**src/mce_pkg.sv**
```systemverilog
// Package for the memory controller error logging block.
// Assumes a single clock domain and a plain register port.
package mce_pkg;

    // Register map, 64-bit registers split into 32-bit words
    localparam logic [3:0] ADDR_STATUS_LO = 4'h0;
    localparam logic [3:0] ADDR_STATUS_HI = 4'h1;
    localparam logic [3:0] ADDR_MISC_LO   = 4'h2;
    localparam logic [3:0] ADDR_MISC_HI   = 4'h3;
    localparam logic [3:0] ADDR_CONTROL   = 4'h4;
    localparam logic [3:0] ADDR_IRQ_STAT  = 4'h5;
    localparam logic [3:0] ADDR_IRQ_MASK  = 4'h6;

    localparam int CTRL_EXT_LOG_BIT = 1;

    // Model-specific codes
    localparam logic [15:0] MS_ADDR_PARITY   = 16'h0001;
    localparam logic [15:0] MS_HA_WR_DATA    = 16'h0002;
    localparam logic [15:0] MS_BYTE_ENABLE   = 16'h0004;
    localparam logic [15:0] MS_SCRUB_CORR    = 16'h0008;
    localparam logic [15:0] MS_SCRUB_UNCORR  = 16'h0010;
    localparam logic [15:0] MS_SPARE_CORR    = 16'h0020;
    localparam logic [15:0] MS_SPARE_UNCORR  = 16'h0040;
    localparam logic [15:0] MS_READ_CORR     = 16'h0080;
    localparam logic [15:0] MS_WDB_PARITY    = 16'h0100;
    localparam logic [15:0] MS_CA_PARITY     = 16'h0200;

    localparam logic [7:0]  ARCH_UPPER       = 8'h00;
    localparam logic        ARCH_MARK        = 1'b1;

    // Interrupt status bits
    localparam int IRQ_ERROR  = 0;
    localparam int IRQ_FIRST  = 1;
    localparam int IRQ_SECOND = 2;
    localparam int IRQ_W      = 3;

    typedef enum logic [3:0] {
        MCE_ADDR_PARITY,
        MCE_HA_WR_DATA,
        MCE_BYTE_ENABLE,
        MCE_SCRUB_CORR,
        MCE_SCRUB_UNCORR,
        MCE_SPARE_CORR,
        MCE_SPARE_UNCORR,
        MCE_READ_CORR,
        MCE_WDB_PARITY,
        MCE_CA_PARITY
    } mce_kind_type;

    typedef struct packed {
        mce_kind_type kind;
        logic [2:0]   req_type;
        logic [3:0]   channel;
        logic [4:0]   device_id;
        logic [15:0]  bit_mask;
        logic [4:0]   rank;
        logic [4:0]   wdb_id;
    } mce_event_type;

    typedef struct packed {
        logic        valid_second;
        logic        valid_first;
        logic [5:0]  reserved_hi;
        logic [4:0]  second_rank;
        logic [4:0]  first_rank;
        logic [15:0] second_mask;
        logic [15:0] first_mask;
        logic [4:0]  info_13_9;
        logic [8:0]  addr_info;
    } mce_misc_type;

    typedef struct packed {
        logic [26:0] upper;
        logic        reserved_37;
        logic [4:0]  first_device;
        logic [15:0] model_code;
        logic [15:0] arch_error_code;
    } mce_status_type;

endpackage
```
**src/mce_error_log.sv**
```systemverilog
// Memory controller error logging: status and misc capture, control,
// interrupt status and mask. Events come from same-clock logic.
`timescale 1ns/1ps

module mce_error_log (
    input  wire logic                 ref_clk,
    input  wire logic                 rst_n,
    input  wire logic                 evt_valid,
    input  wire mce_pkg::mce_event_type evt,
    input  wire logic [3:0]           reg_addr,
    input  wire logic [31:0]          reg_wdata,
    input  wire logic                 reg_write,
    input  wire logic                 reg_read,
    output logic      [31:0]          reg_rdata,
    output logic                      irq
);

    ////////////////////////////////////////////////////////////////////
    // State
    mce_pkg::mce_status_type status,    next_status;
    mce_pkg::mce_misc_type   misc,      next_misc;
    logic [31:0]             control,   next_control;
    logic [mce_pkg::IRQ_W-1:0] irq_stat, next_irq_stat;
    logic [mce_pkg::IRQ_W-1:0] irq_mask, next_irq_mask;
    logic [31:0]             rdata,     next_rdata;

    logic                    ext_log;
    logic                    accept;
    logic                    is_corr_read;
    logic                    is_wr_parity;
    logic [15:0]             model_code;
    logic [mce_pkg::IRQ_W-1:0] irq_set;

    assign ext_log = control[mce_pkg::CTRL_EXT_LOG_BIT];
    assign is_corr_read = (evt.kind == mce_pkg::MCE_READ_CORR);
    assign is_wr_parity = (evt.kind == mce_pkg::MCE_HA_WR_DATA) ||
                          (evt.kind == mce_pkg::MCE_BYTE_ENABLE) ||
                          (evt.kind == mce_pkg::MCE_WDB_PARITY);
    // Corrected reads are dropped unless extended logging is on
    assign accept = evt_valid && (!is_corr_read || ext_log);

    ////////////////////////////////////////////////////////////////////
    // Model-specific code
    always_comb begin
        case (evt.kind)
            mce_pkg::MCE_ADDR_PARITY:  model_code = mce_pkg::MS_ADDR_PARITY;
            mce_pkg::MCE_HA_WR_DATA:   model_code = mce_pkg::MS_HA_WR_DATA;
            mce_pkg::MCE_BYTE_ENABLE:  model_code = mce_pkg::MS_BYTE_ENABLE;
            mce_pkg::MCE_SCRUB_CORR:   model_code = mce_pkg::MS_SCRUB_CORR;
            mce_pkg::MCE_SCRUB_UNCORR: model_code = mce_pkg::MS_SCRUB_UNCORR;
            mce_pkg::MCE_SPARE_CORR:   model_code = mce_pkg::MS_SPARE_CORR;
            mce_pkg::MCE_SPARE_UNCORR: model_code = mce_pkg::MS_SPARE_UNCORR;
            mce_pkg::MCE_READ_CORR:    model_code = mce_pkg::MS_READ_CORR;
            mce_pkg::MCE_WDB_PARITY:   model_code = mce_pkg::MS_WDB_PARITY;
            mce_pkg::MCE_CA_PARITY:    model_code = mce_pkg::MS_CA_PARITY;
            default:                   model_code = 16'h0000;
        endcase
    end

    ////////////////////////////////////////////////////////////////////
    // Capture and register writes
    always_comb begin
        next_status   = status;
        next_misc     = misc;
        next_control  = control;
        next_irq_mask = irq_mask;
        irq_set       = '0;

        // Software writes first, a same-cycle event overrides
        if (reg_write) begin
            case (reg_addr)
                mce_pkg::ADDR_STATUS_LO: next_status[31:0] = reg_wdata;
                mce_pkg::ADDR_STATUS_HI: next_status[63:32] = reg_wdata;
                mce_pkg::ADDR_MISC_LO:   next_misc[31:0] = reg_wdata;
                mce_pkg::ADDR_MISC_HI:   next_misc[63:32] = reg_wdata;
                mce_pkg::ADDR_CONTROL:   next_control = reg_wdata;
                mce_pkg::ADDR_IRQ_MASK:  next_irq_mask = reg_wdata[mce_pkg::IRQ_W-1:0];
                default: begin
                end
            endcase
        end

        if (accept) begin
            next_status.arch_error_code = {mce_pkg::ARCH_UPPER, mce_pkg::ARCH_MARK,
                                           evt.req_type, evt.channel};
            next_status.model_code = model_code;
            irq_set[mce_pkg::IRQ_ERROR] = 1'b1;
            if (is_wr_parity) begin
                next_misc.info_13_9 = evt.wdb_id;
            end
            if (ext_log) begin
                if (is_corr_read && misc.valid_first) begin
                    // Second correctable read
                    next_misc.info_13_9   = evt.device_id;
                    next_misc.second_mask = evt.bit_mask;
                    next_misc.second_rank = evt.rank;
                    next_misc.valid_second = 1'b1;
                    irq_set[mce_pkg::IRQ_SECOND] = 1'b1;
                end else begin
                    next_status.first_device = evt.device_id;
                    next_misc.first_mask = evt.bit_mask;
                    next_misc.first_rank = evt.rank;
                    if (is_corr_read) begin
                        next_misc.valid_first = 1'b1;
                        irq_set[mce_pkg::IRQ_FIRST] = 1'b1;
                    end
                end
            end
        end

        next_status.reserved_37 = 1'b0;
        next_misc.reserved_hi   = '0;
    end

    ////////////////////////////////////////////////////////////////////
    // Interrupt status: write one to clear, set wins
    always_comb begin
        next_irq_stat = irq_stat;
        if (reg_write && reg_addr == mce_pkg::ADDR_IRQ_STAT) begin
            next_irq_stat = irq_stat & ~reg_wdata[mce_pkg::IRQ_W-1:0];
        end
        next_irq_stat = next_irq_stat | irq_set;
    end

    ////////////////////////////////////////////////////////////////////
    // Read data, one cycle after the strobe
    always_comb begin
        next_rdata = 32'h0000_0000;
        if (reg_read) begin
            case (reg_addr)
                mce_pkg::ADDR_STATUS_LO: next_rdata = status[31:0];
                mce_pkg::ADDR_STATUS_HI: next_rdata = status[63:32];
                mce_pkg::ADDR_MISC_LO:   next_rdata = misc[31:0];
                mce_pkg::ADDR_MISC_HI:   next_rdata = misc[63:32];
                mce_pkg::ADDR_CONTROL:   next_rdata = control;
                mce_pkg::ADDR_IRQ_STAT:  next_rdata = {29'h0, irq_stat};
                mce_pkg::ADDR_IRQ_MASK:  next_rdata = {29'h0, irq_mask};
                default:                 next_rdata = 32'h0000_0000;
            endcase
        end
    end

    always_ff @(posedge ref_clk) begin
        if (!rst_n) begin
            status   <= '0;
            misc     <= '0;
            control  <= 32'h0000_0000;
            irq_stat <= '0;
            irq_mask <= '0;
            rdata    <= 32'h0000_0000;
        end else begin
            status   <= next_status;
            misc     <= next_misc;
            control  <= next_control;
            irq_stat <= next_irq_stat;
            irq_mask <= next_irq_mask;
            rdata    <= next_rdata;
        end
    end

    assign reg_rdata = rdata;
    assign irq       = |(irq_stat & irq_mask);

endmodule

```
**config.mk**
```make
export PLATFORM = sky130hd
export DESIGN_NAME = mce_error_log
export DESIGN_NICKNAME = d
export VERILOG_FILES = /design/src/mce_pkg.sv /design/src/mce_error_log.sv
export SDC_FILE = /design/constraint.sdc
export NUM_CORES = 1
export LEC_CHECK = 0
export BUFFER_PORTS_ARGS = -buffer_cell sky130_fd_sc_hd__clkbuf_2
export CORE_ASPECT_RATIO = 1.1
export CORE_MARGIN = 2
export CORE_UTILIZATION = 30
export DETAILED_ROUTE_END_ITERATION = 16
export MAX_ROUTING_LAYER = met4
export PLACE_DENSITY = 0.5
export SYNTH_ARGS = -nofsm -noshare
export SYNTH_HDL_FRONTEND = slang
export SYNTH_SLANG_ARGS = --single-unit
```
**constraint.sdc**
```tcl
create_clock -name ref_clk -period 1.8 [get_ports ref_clk]
set_input_delay 0.36 -clock ref_clk [delete_from_list [all_inputs] [get_ports ref_clk]]
set_output_delay 0.36 -clock ref_clk [all_outputs]
set_load 0.01 [all_outputs]
```
# After elaboration in Yosys (flattened, before gate mapping)
# Memories as Yosys holds them, arrays and structs flattened.
# Cells that the tools add are included.
[totals] n_memories=1 mem_bits_rw=0 latch_bits=0 reg_bits=197 word_cells=82 rom_bits=160
[op_classes] n_mul=0 n_reduce_logical=19 n_addsub=0 n_bitwise=5 order_cmp=0 div=0 n_shift=0 n_eq_ne=10 muxes=29
[mem_list] name="(no name shown)" words=16 width=10 read_ports=1 rd_clocked_by_memory_dff=0 wr=0 line="mce_error_log.sv:45" text="case (evt.kind)"
[op_table] operator="one-hot mux 32 bit (7 select lines)" count=1
[op_table] operator="two-way mux 32 bit" count=3
[op_table] operator="two-way mux 47 bit" count=2
[op_table] operator="two-way mux 37 bit" count=2
[op_table] operator="two-way mux 64 bit" count=1
[op_table] operator="two-way mux 5 bit" count=7
[op_table] operator="two-way mux 16 bit" count=2
[op_table] operator="equality test 4 x 3 -> 1 bit, second input constant" count=4
[op_table] operator="AND reduction 2 bit" count=7
[op_table] operator="equality test 4 x 2 -> 1 bit, second input constant" count=3
[op_table] operator="equality test 4 x 1 -> 1 bit, second input constant" count=2
[op_table] operator="AND 3 bit" count=2
[op_table] operator="two-way mux 1 bit" count=6
[op_table] operator="two-way mux 2 bit" count=3
[op_table] operator="two-way mux 3 bit" count=2
[op_table] operator="equality test 4 bit, second input constant" count=1
[op_table] operator="logical NOT 4 bit" count=1
[op_table] operator="nonzero test 2 bit" count=2
[op_table] operator="logical AND 1 bit" count=3
[op_table] operator="logical OR 1 bit" count=3
[op_table] operator="inverter 3 bit" count=1
[op_table] operator="OR 3 bit" count=1
[op_table] operator="OR reduction 3 bit" count=1
[op_table] operator="OR reduction 2 bit" count=1
[op_table] operator="other kinds (2)" count=2

# Logic depth before layout (Yosys ltp)
# Gate-level depths: netlist of the first run.
[depth] depth_word=7 depth_mapped=8 depth_no_buf=4

# Worst setup path after synthesis of the first run
# Ideal clock, no wire load.
[synth_timing] path_kind="input to register" startpoint="input evt[39] in the netlist's numbering" endpoint="register status[1] in the netlist's numbering" path_stages=7 arrival_ns=1.567 path_buffers=4 required_ns=1.709 setup_time_ns=0.091 setup_slack_ns=0.142 cell_sequence="clkbuf_2 > and4b_1 > buf_2 > a21bo_2 > buf_2 > buf_4 > a311oi_1"
[synth_between] elab_chain_len=6 elab_cells_between_ends=8
[synth_rtl] item="from (decl)" line="mce_error_log.sv:9" text="input wire mce_pkg::mce_event_type evt,"
[synth_rtl] item="equality test 4 x 3 -> 1 bit (*)" line="mce_error_log.sv:35" text="assign is_corr_read = (evt.kind == mce_pkg::MCE_READ_CORR);"
[synth_rtl] item="logical NOT 1 bit (*)" line="mce_error_log.sv:40" text="assign accept = evt_valid && (!is_corr_read || ext_log);"
[synth_rtl] item="logical OR 1 bit (*)" line="mce_error_log.sv:40"
[synth_rtl] item="logical AND 1 bit (*)" line="mce_error_log.sv:40"
[synth_rtl] item="nonzero test 2 bit (no line)"
[synth_rtl] item="AND reduction 2 bit (no line)"
[synth_rtl] item="to (signal assigned)" line="mce_error_log.sv:152" text="status <= next_status;"
[synth_rtl] item="to (decl)" line="mce_error_log.sv:20" text="mce_pkg::mce_status_type status, next_status;"
# Mark *: on every way between the ends. The rest lies on a longest branch, timed or not.
# A chain may end at the register's enable or synchronous reset.

# Final worst setup path of the first run
[layout_timing] startpoint="register irq_stat[2] in the netlist's numbering" endpoint="output irq"
[layout_between] elab_chain_len=2
[layout_rtl] item="from (decl)" line="mce_error_log.sv:23" text="logic [mce_pkg::IRQ_W-1:0] irq_stat, next_irq_stat;"
[layout_rtl] item="from (signal assigned)" line="mce_error_log.sv:155" text="irq_stat <= next_irq_stat;"
[layout_rtl] item="AND 3 bit" line="mce_error_log.sv:162" text="assign irq = |(irq_stat & irq_mask);"
[layout_rtl] item="OR reduction 3 bit" line="mce_error_log.sv:162"
[layout_rtl] item="to (decl)" line="mce_error_log.sv:15" text="output logic irq"
# Every way passes these cells.

==> results of run 1 <==
stage by stage:
step	utilization	setup TNS [ns]	area, um^2
2_1_floorplan	-	0	8107
3_3_place_gp	0.3540	-0.4639	9487
3_5_place_dp	0.3540	-2.139	9487
4_1_cts	0.3775	0	10120
5_1_grt	0.3775	-0.02825	10120
6_report	0.3775	0	10120
synthesized netlist by cell type, drive strengths merged:
master	instances
a211oi	21
a21bo	3
a21boi	5
a21o	1
a21oi	127
a222oi	26
a22o	2
a22oi	38
a311oi	35
a31oi	3
a32oi	5
a41oi	2
and2	5
and3	6
and4b	1
and4bb	1
buf	34
clkbuf	52
dfxtp	191
inv	6
mux2	1
mux2i	27
nand2	248
nand2b	1
nand3	7
nand3b	3
nand4	1
nand4b	1
nor2	67
nor2b	9
nor3	1
nor4	1
nor4b	3
o211a	1
o211ai	1
o21a	2
o21ai	14
o32ai	9
or3	3
xor2	1
repair_timing:
item                       4_1_cts  5_1_grt
resized for setup                0        1
hold buffers                     0        0
setup endpoints to repair        1        1
pin swaps                        1        1
routing by layer:
metal / share of wire / wire length, um / track usage
met1: 0.45 / 13170 / 0.2723
met2: 0.48 / 13990 / 0.3477
met3: 0.048 / 1401 / 0.02420
met4: 0.015 / 448 / 0.05878
met5: 0 / 0 / -
logic make-up (layout without fill, tap and decap cells):
group                  after synthesis  after routing  share of synthesized area
AO/OA/AOI/OAI                      295            295                     0.2505
XOR/XNOR                             1              1                   0.001081
buffers and inverters               92            223                    0.05309
flip-flops                         191            191                     0.4717
multiplexers                        28             28                    0.03473
AND/OR/NAND/NOR                    358            358                     0.1889
registers in the layout, summed over array words and instances (netlist names):
register   flops
irq_mask       3
irq_stat       3
misc          58
status        63
control       32
reg_rdata     32
power by group through the flow:
stage | combinational, mW | sequential, mW | clock (mW)
final | 0.697 | 4.33 | 4.09
after global placement | 0.696 | 4.43 | 0
after detailed placement | 0.695 | 4.43 | 0
after global routing | 0.748 | 4.34 | 4.31
after CTS | 0.697 | 4.33 | 4.16
after floorplan | 0.319 | 4.41 | 0
worst paths after layout:
check                          startpoint                       to  slack, ns  depth (start not counted)
hold reg to reg      misc[6]$_SDFFE_PN0P_     misc[6]$_SDFFE_PN0P_       0.45                          2
hold / removal                    evt[34]   status[3]$_SDFFE_PN0P_       0.19                          3
setup reg to reg  control[1]$_SDFFE_PN0P_  status[25]$_SDFFE_PN0P_       0.19                          5
setup / recovery   irq_stat[2]$_SDFF_PN0_                      irq       0.04                          3
area by class of cell:
| type | instances | share of cell area |
|---|---|---|
| tap | 357 | 0.04415 |
| multi-input combinational | 682 | 0.3808 |
| clock inverter | 12 | 0.01707 |
| timing repair buffer | 185 | 0.1323 |
| sequential | 191 | 0.3781 |
| inverter | 6 | 0.002473 |
| clock buffer | 20 | 0.04514 |
worst max-delay path, stage by stage (launching register included):
cell	delay (ns)
dfxtp_2	0.34
a222oi_1	0.42
inv_1	0.07
clkbuf_2	0.13
==> out/qor.txt, run 1 <==
IO Count: 116
Crit Path Category: flop to output port
Net Sw Power: 2.273 mW
Endpoints failing hold: 0
Syn_nets: 1,048
Clock power frac: 0.449
Most frequent cells in the layout: 247 x nand2_1, 190 x dfxtp_1, 127 x a21oi_1, 115 x clkbuf_2, 67 x nor2_1
Vias in the first global route: 7,265
Placer congestion estimate: 0.8451
Commonest non-fill, non-tap cell in the layout: nand2_1
WHS: 0.1856 ns
Max cap viols: 0
Std cell rows: 63
Fill cell count: 2,825
Finished Layout Cells: 1,453
CP Launch Type: flop
Yosys top cell area share: 0.4717
Synth Instances: 965
Comb power frac: 0.076
Post-route DRC: 0
Seq/Total Area, Yosys: 0.4717
FMAX: 0.5675 GHz
Die Wd: 160.7 um
Slack of the critical path: 0.03796 ns
Port Buffer Count: 115
Routed Antenna Nets: 0
Area leader, netlist: dfxtp_1
Clock Tree Root: clkbuf_16
Min Tclk post-route: 1.762 ns
Fraction of power consumed by sequential logic: 0.475
Setup bufs post-CTS: 0
First drt pass iteration count: 8
Clock skew: 0.01071 ns
P per Cell Area: 901.2 nW/um^2
Status: finished clean
Reg area: 3825 um^2
Ant. Diodes: 0
First-pass GRT wire length: 44,010 um
Synth Register Bits: 191
Largest net degree at the start of global routing: 52
Core ar.: 26,800 um^2
Clock Latency Late Sink: 0.45 ns
DR vias: 7,616
Final wirelength: 29,010 um
Htree depth: 4
HPWL after detailed placement: 20,460 um
# setup viols final: 0
CTS sink cnt: 191
Clk slew on worst S/H paths: 0.07 ns
Placed insts: 1,421
DR WL/cell: 19.96 um
Worst Setup End Kind: output port
CP required: 1.44 ns
Avg Cell Area, Syn: 8.401 um^2
Clock tree buffer depth: 2
Area growth from synthesis to layout: 24.80%
Synth unique cells: 46
Multi-input logic area: 3852 um^2
Sw frac: 0.2493
Slew Limit Headroom: 0.7191
Top cells by area, synth: dfxtp_1 47%, nand2_1 11%, a21oi_1 7.8%
Initial Util: 0.3025
Leakage power: 3.721 nW
Ys Warns: 0
Via density: 5.242
Initial antenna violation count: 0
Grt ovf: 0
Iteration-0 DRC Markers: 738
CP max FO: 3
Synth Cell Area: 8107 um^2
Period Utilization, post-route: 0.9789
Tightest Pin Transition: 0.4213 ns
DP Worst Slack: -0.09645 ns
Total power: 9.118 mW
Final-stage net count: 1,166
CTS Buf Count: 17
Min-delay worst type: input pin to flop
P_int: 6.845 mW
Worst Path Arrival: 1.40 ns
Gr usage total: 0.2099
Die ar.: 28,350 um^2
Layout cell share with drive strength beyond 1: 0.2126
Highest ir drop seen on vdd: 0.4164 mV
Die H: 176.4 um
Max Slew Vio Count: 0
RSZ-0062 raised after global routing: true
CTS tree: yes
No activity file was read; power rests on OpenSTA's default activity.
==> run 2, diff against run 1 <==
==> constraint.sdc (replaced) <==
create_clock -name ref_clk -period 2.3 [get_ports ref_clk]
set_input_delay 0.46 -clock ref_clk [delete_from_list [all_inputs] [get_ports ref_clk]]
set_output_delay 0.46 -clock ref_clk [all_outputs]
set_load 0.01 [all_outputs]
==> out/qor.txt, run 2 (same netlist as run 1, synthesis figures left out) <==
Status: finished clean
Post-route DRC: 0 (unchanged)
Die ar.: 28,350 um^2 (unchanged)
Highest ir drop seen on vdd: 0.3417 mV (-18%)
Iteration-0 DRC Markers: 715 (-3.1%)
Setup TNS: 0 ns (unchanged)
# setup viols final: 0 (unchanged)
P per Cell Area: 718.8 nW/um^2 (-20%)
Leakage power: 3.546 nW (-4.7%)
Worst Path Arrival: 1.39 ns (about the same)
First-pass GRT wire length: 43,970 um (about the same)
Levels on crit path: 3 (unchanged)
Htree depth: 4 (unchanged)
Die H: 176.4 um (unchanged)
Reg2Reg Setup Slack: 0.64 ns (+0.45 ns)
FMAX: 0.5413 GHz
CTS sink cnt: 191 (unchanged)
Crit Path Category: flop to output port
Largest register by flop count: status
CP max stage delay: 0.41 ns (about the same)
Initial antenna violation count: 0 (unchanged)
Core ar.: 26,800 um^2 (unchanged)
Slew Limit Headroom: 0.6282 (-0.09087)
Max cap viols: 0 (unchanged)
Max Slew Vio Count: 0 (unchanged)
Ant. Diodes: 0 (unchanged)
Post-route cell area: 9827 um^2 (-2.9%)
Timing endpoint of the critical path: irq
CP Cell Sequence: a222oi_1 > inv_1 > clkbuf_2
Cts hold-fix bufs: 0 (unchanged)
CP required: 1.84 ns (+0.40 ns)
R2R depth: 4 (-1)
Largest registers: status: 63 flops, misc: 58 flops
Max FFs per register: 63 (unchanged)
Critical path origin: irq_stat[2]$_SDFF_PN0_
Period Utilization, post-route: 0.8031
DR vias: 7,586 (-0.39%)
Resize count post-CTS: 0 (unchanged)
Gr usage total: 0.2095 (-0.0003344)
First drt pass iteration count: 9 (+1)
Routed Antenna Nets: 0 (unchanged)
Commonest non-fill, non-tap cell in the layout: nand2_1
Clk slew on worst S/H paths: 0.07 ns (about the same)
Buf+Inv Stages, Crit Path: 2 (unchanged)
Clock skew: 0.01864 ns (+0.007927 ns)
CTS Buf Count: 17 (unchanged)
Port Buffer Count: 115 (unchanged)
CP Launch Type: flop
Endpoints failing hold: 0 (unchanged)
Tightest Pin Transition: 0.5553 ns (+0.1340 ns)
Largest net degree at the start of global routing: 39 (-25%)
Die Wd: 160.7 um (unchanged)
DR WL/cell: 20.20 um (+1.2%)
Std cell rows: 63 (unchanged)
CP max FO: 3 (unchanged)
Final-stage net count: 1,141 (-2.1%)
Setup bufs post-CTS: 0 (unchanged)
DP Area: 9211 um^2 (-2.9%)
Via density: 5.312 (+1.3%)
Min-delay worst type: input pin to flop
Area growth from synthesis to layout: 21.22%
Top cell family by delay on the critical path: compound AO/OA/AOI/OAI gates
Worst Setup End Kind: output port
Reg-to-Reg End: misc[12]$_SDFF_PN0_
Clock tree buffer depth: 2 (unchanged)
Critical path's slowest cell: a222oi_1
Final wirelength: 28,850 um (-0.56%)
Most frequent cells in the layout: 247 x nand2_1, 191 x dfxtp_1, 127 x a21oi_1, 115 x clkbuf_2, 67 x nor2_1
Fill cell count: 2,830 (+0.18%)
CTS tree: yes
RSZ-0062 raised after global routing: false
Clock Tree Root: clkbuf_16
Initial Util: 0.3025 (unchanged)
Grt ovf: 0 (unchanged)
Min Tclk post-route: 1.847 ns
IO Count: 116 (unchanged)
Layout cell share with drive strength beyond 1: 0.1933 (-0.01931)
Placer congestion estimate: 0.8115 (-4.0%)
Vias in the first global route: 7,220 (-0.62%)
Worst r2r src: control[1]$_SDFFE_PN0P_
HPWL after detailed placement: 19,850 um (-3.0%)
Clock Latency Late Sink: 0.45 ns (about the same)
## run 2: cell count changes in the layout (fill, tap and decap cells not counted)
cell | before | now
clkinv_2 | 0 | 1
clkbuf_8 | 2 | 1
dfxtp_1 | 190 | 191
clkinv_4 | 3 | 2
dfxtp_2 | 1 | 0
inv_8 | 2 | 0
inv_6 | 3 | 6
buf_12 | 19 | 12
buf_4 | 51 | 33
## run 2: routing by layer
metal	GRT usage	vias to the layer above	routed length (um)
li1	-	3632	-
met2	0.3414	251	14070
met5	-	-	0
met4	0.06176	0	620
met1	0.2669	3665	12600
met3	0.03782	38	1561
## run 2: worst register-to-register path: cells and delay by family, from the launching register on
family	cells	cell delay, ns
flip-flops	1	0.49
AO/OA/AOI/OAI	3	0.91
buffers and inverters	1	0.15
## run 2: cell type report
class	count	area, um^2	area share
Timing Repair Buffer	160	1064	0.1082
Sequential cell	191	3824	0.3891
Multi-Input combinational cell	682	3852	0.3920
Inverter	6	25.02	0.002546
Clock inverter	13	172.7	0.01757
Tap cell	357	446.7	0.04545
Clock buffer	19	442.9	0.04507
## run 2: worst min path at each step
stage	startpoint	to	slack, ns	cells after the start
after CTS	evt[32]	status[1]$_SDFFE_PN0P_	0.28	3
after floorplan	misc[2]$_SDFFE_PN0P_	misc[2]$_SDFFE_PN0P_	0.44	2
after global routing	evt[34]	status[3]$_SDFFE_PN0P_	0.28	3
final	evt[32]	status[1]$_SDFFE_PN0P_	0.28	3
after global placement	control[14]$_SDFFE_PN0P_	control[14]$_SDFFE_PN0P_	0.44	2
after detailed placement	control[0]$_SDFFE_PN0P_	control[0]$_SDFFE_PN0P_	0.45	2
## run 2: power breakdown
group | switching, mW | internal (mW) | leakage (nW)
Clock | 1.39 | 1.77 | 0.300
Combinational | 0.344 | 0.178 | 1.70
Sequential | 0.0307 | 3.36 | 1.54
## run 2: per-stage QoR
| step | utilization | cells | total power [mW] | hold WS, ns | setup slack, ns |
|---|---|---|---|---|---|
| 4_1_cts | 0.3667 | 1428 | 7.117 | 0.2764 | 0.4380 |
| 2_1_floorplan | - | 965 | 3.704 | 0.4357 | 0.5423 |
| 3_3_place_gp | 0.3437 | 1396 | 3.985 | 0.4416 | 0.2043 |
| 3_5_place_dp | 0.3437 | 1396 | 3.986 | 0.4459 | 0.2014 |
| 5_1_grt | 0.3667 | 1428 | 7.289 | 0.2829 | 0.3138 |
| 6_report | 0.3667 | 1428 | 7.064 | 0.2845 | 0.4528 |
==> run 3, diff against run 2 <==
--- a/config.mk
+++ b/config.mk
@@ -5,6 +5,7 @@
 export SDC_FILE = /design/constraint.sdc
 export NUM_CORES = 1
 export LEC_CHECK = 0
+export ABC_AREA = 1
 export BUFFER_PORTS_ARGS = -buffer_cell sky130_fd_sc_hd__clkbuf_2
 export CORE_ASPECT_RATIO = 1.1
 export CORE_MARGIN = 2
==> constraint.sdc (replaced) <==
create_clock -name ref_clk -period 1.85 [get_ports ref_clk]
set_input_delay 0.37 -clock ref_clk [delete_from_list [all_inputs] [get_ports ref_clk]]
set_output_delay 0.37 -clock ref_clk [all_outputs]
set_load 0.01 [all_outputs]
==> out/qor.txt, run 3 <==
Status: finished clean
Die ar.: 29,800 um^2 (+5.1%)
DP Worst Slack: 0.06096 ns (-0.1405 ns)
Slack of the critical path: 0.2349 ns (-0.2179 ns)
Die H: 180.8 um (+2.5%)
CP Launch Type: flop
DR WL/cell: 17.38 um (-14%)
Cts hold-fix bufs: 0 (unchanged)
Worst r2r src: control[1]$_SDFFE_PN0P_
Critical path's slowest cell: dfxtp_1
Area growth from synthesis to layout: 23.32%
Yosys top cell area share: 0.4483 (-0.02339)
Clock Tree Root: clkbuf_16
Largest register by flop count: status
R2R depth: 6 (+2)
Slew Limit Headroom: 0.5955 (-0.03273)
Initial Util: 0.3061 (+0.003605)
Initial antenna violation count: 0 (unchanged)
HPWL after detailed placement: 21,720 um (+9.4%)
Top cell family by delay on the critical path: flip-flops
RSZ-0062 raised after global routing: false
Worst Path Arrival: 1.25 ns (-0.14 ns)
Syn_nets: 1,316 (+26%)
Reg-to-Reg End: status[33]$_SDFF_PN0_
Layout cell share with drive strength beyond 1: 0.1823 (-0.01099)
Period Utilization, post-route: 0.8730
Finished Layout Cells: 1,729 (+21%)
Prevailing post-synth register cell: dfxtp_1
Clock tree buffer depth: 2 (unchanged)
Final-stage net count: 1,436 (+26%)
Synth Instances: 1,233 (+28%)
Setup TNS: 0 ns (unchanged)
Clock skew: 0.01015 ns (-0.008490 ns)
Layout Utilization: 0.3775 (+0.01080)
Commonest non-fill, non-tap cell in the layout: nand2_1
Leakage power: 4.359 nW (+23%)
Min-delay worst type: input pin to flop
Most frequent cells in the layout: 295 x nand2_1, 191 x dfxtp_1, 167 x nor2_1, 161 x o21ai_0, 114 x clkbuf_2
Asr flop ratio synth: 0 (unchanged)
Routed Antenna Nets: 0 (unchanged)
Core ar.: 27,870 um^2 (+4.0%)
Iteration-0 DRC Markers: 627 (-12%)
WHS: 0.1882 ns (-0.09634 ns)
HP Start: reg_wdata[22]
Placer congestion estimate: 0.8664 (+6.8%)
Synth Cell Area: 8529 um^2 (+5.2%)
Std cell rows: 64 (+1.6%)
Gr usage total: 0.2110 (+0.001485)
Commonest cells post-synth: 295 x nand2_1, 191 x dfxtp_1, 168 x nor2_1
CTS Buf Count: 17 (unchanged)
Max FFs per register: 63 (unchanged)
Via density: 4.954 (-6.8%)
CTS tree: yes
Number of flops mapped to enable cells by yosys: 0 (unchanged)
Ys Warns: 0 (unchanged)
DR vias: 8,565 (+13%)
Port Buffer Count: 115 (unchanged)
Resize count post-CTS: 0 (unchanged)
Hold endpoint: misc[54]$_SDFF_PN0_
Worst Setup End Kind: output port
Synth Register Bits: 191 (unchanged)
Post-route DRC: 0 (unchanged)
DP Area: 9861 um^2 (+7.0%)
# setup viols final: 0 (unchanged)
IO Count: 116 (unchanged)
First-pass GRT wire length: 46,910 um (+6.7%)
FMAX: 0.6191 GHz
Placed insts: 1,697 (+22%)
Max Slew Vio Count: 0 (unchanged)
CP required: 1.48 ns (-0.36 ns)
CP max stage delay: 0.35 ns (-0.06 ns)
Synth unique cells: 32 (-30%)
Largest registers: status: 63 flops, misc: 58 flops
Crit Path Category: flop to output port
Endpoints failing hold: 0 (unchanged)
Most common cell in the netlist: nand2_1
Grt ovf: 0 (unchanged)
Final wirelength: 30,040 um (+4.1%)
Hold Crit Depth: 3 (unchanged)
Vias in the first global route: 8,194 (+13%)
Largest net degree at the start of global routing: 48 (+23%)
Clock Latency Late Sink: 0.43 ns (-0.02 ns)
Clk slew on worst S/H paths: 0.08 ns (about the same)
Setup bufs post-CTS: 0 (unchanged)
Min Tclk post-route: 1.615 ns
Buf+Inv Stages, Crit Path: 2 (unchanged)
Die Wd: 164.8 um (+2.5%)
Tightest Pin Transition: 0.6059 ns (+0.05056 ns)
Post-route cell area: 10,520 um^2 (+7.0%)
Avg Cell Area, Syn: 6.918 um^2 (-18%)
Area leader, netlist: dfxtp_1
CP Cell Sequence: inv_1 > o221ai_1 > clkbuf_2
Htree depth: 4 (unchanged)
P per Cell Area: 868.8 nW/um^2 (+21%)
Total power: 9.139 mW (+29%)
Highest ir drop seen on vdd: 0.5220 mV (+53%)
Top cells by area, synth: dfxtp_1 45%, nand2_1 13%, o21ai_0 9.4%
First drt pass iteration count: 5 (-4)
Reg2Reg Setup Slack: 0.40 ns (-0.24 ns)
CTS sink cnt: 191 (unchanged)
Max cap viols: 0 (unchanged)
Seq/Total Area, Yosys: 0.4483 (-0.02339)
CP max FO: 2 (-1)
Ant. Diodes: 0 (unchanged)
==> run 3: layout make-up <==
type | count | area, um^2
Fill cell | 2966 | 17350
Multi-Input combinational cell | 880 | 4039
Sequential cell | 191 | 3824
Timing Repair Buffer | 178 | 1224
Tap cell | 363 | 454.2
Clock buffer | 17 | 425.4
Inverter | 85 | 320.3
Clock inverter | 15 | 232.7
==> run 3: kinds of logic (layout without fill, tap and decap cells) <==
logic type / after synthesis / in the layout / synth area share
AO/OA/AOI/OAI: 295 / 295 / 0.1853
buffers and inverters: 162 / 295 / 0.07907
AND/OR/NAND/NOR: 585 / 585 / 0.2874
flip-flops: 191 / 191 / 0.4483
==> run 3: power breakdown <==
part	internal [mW]	switching (mW)	total, mW
sequential	4.19	0.0393	4.23
clock	2.43	1.72	4.15
combinational	0.258	0.504	0.762
==> run 3: per-layer routing <==
metal	global-route usage	vias to the layer above	share of wire
li1	-	4269	-
met3	0.02801	28	0.047
met4	0.05774	0	0.018
met1	0.2901	4038	0.48
met2	0.3250	230	0.46
met5	-	-	0
==> run 3: how the worst max path moves through the flow <==
stage	start	endpoint	slack, ns	depth (start not counted)
6_report	irq_mask[0]$_SDFFE_PN0P_	irq	0.23	3
5_1_grt	irq_mask[0]$_SDFFE_PN0P_	irq	0.17	3
4_1_cts	irq_mask[0]$_SDFFE_PN0P_	irq	0.23	3
3_5_place_dp	reg_addr[1]	reg_rdata[2]$_SDFF_PN0_	0.06	9
3_3_place_gp	reg_addr[1]	reg_rdata[2]$_SDFF_PN0_	0.03	9
2_1_floorplan	reg_addr[1]	control[10]$_SDFFE_PN0P_	0.43	8
==> run 3: tightest hold or removal path, stage by stage <==
cell      delay, ns
clkbuf_2       0.09
nand2_1        0.06
a31oi_1        0.07
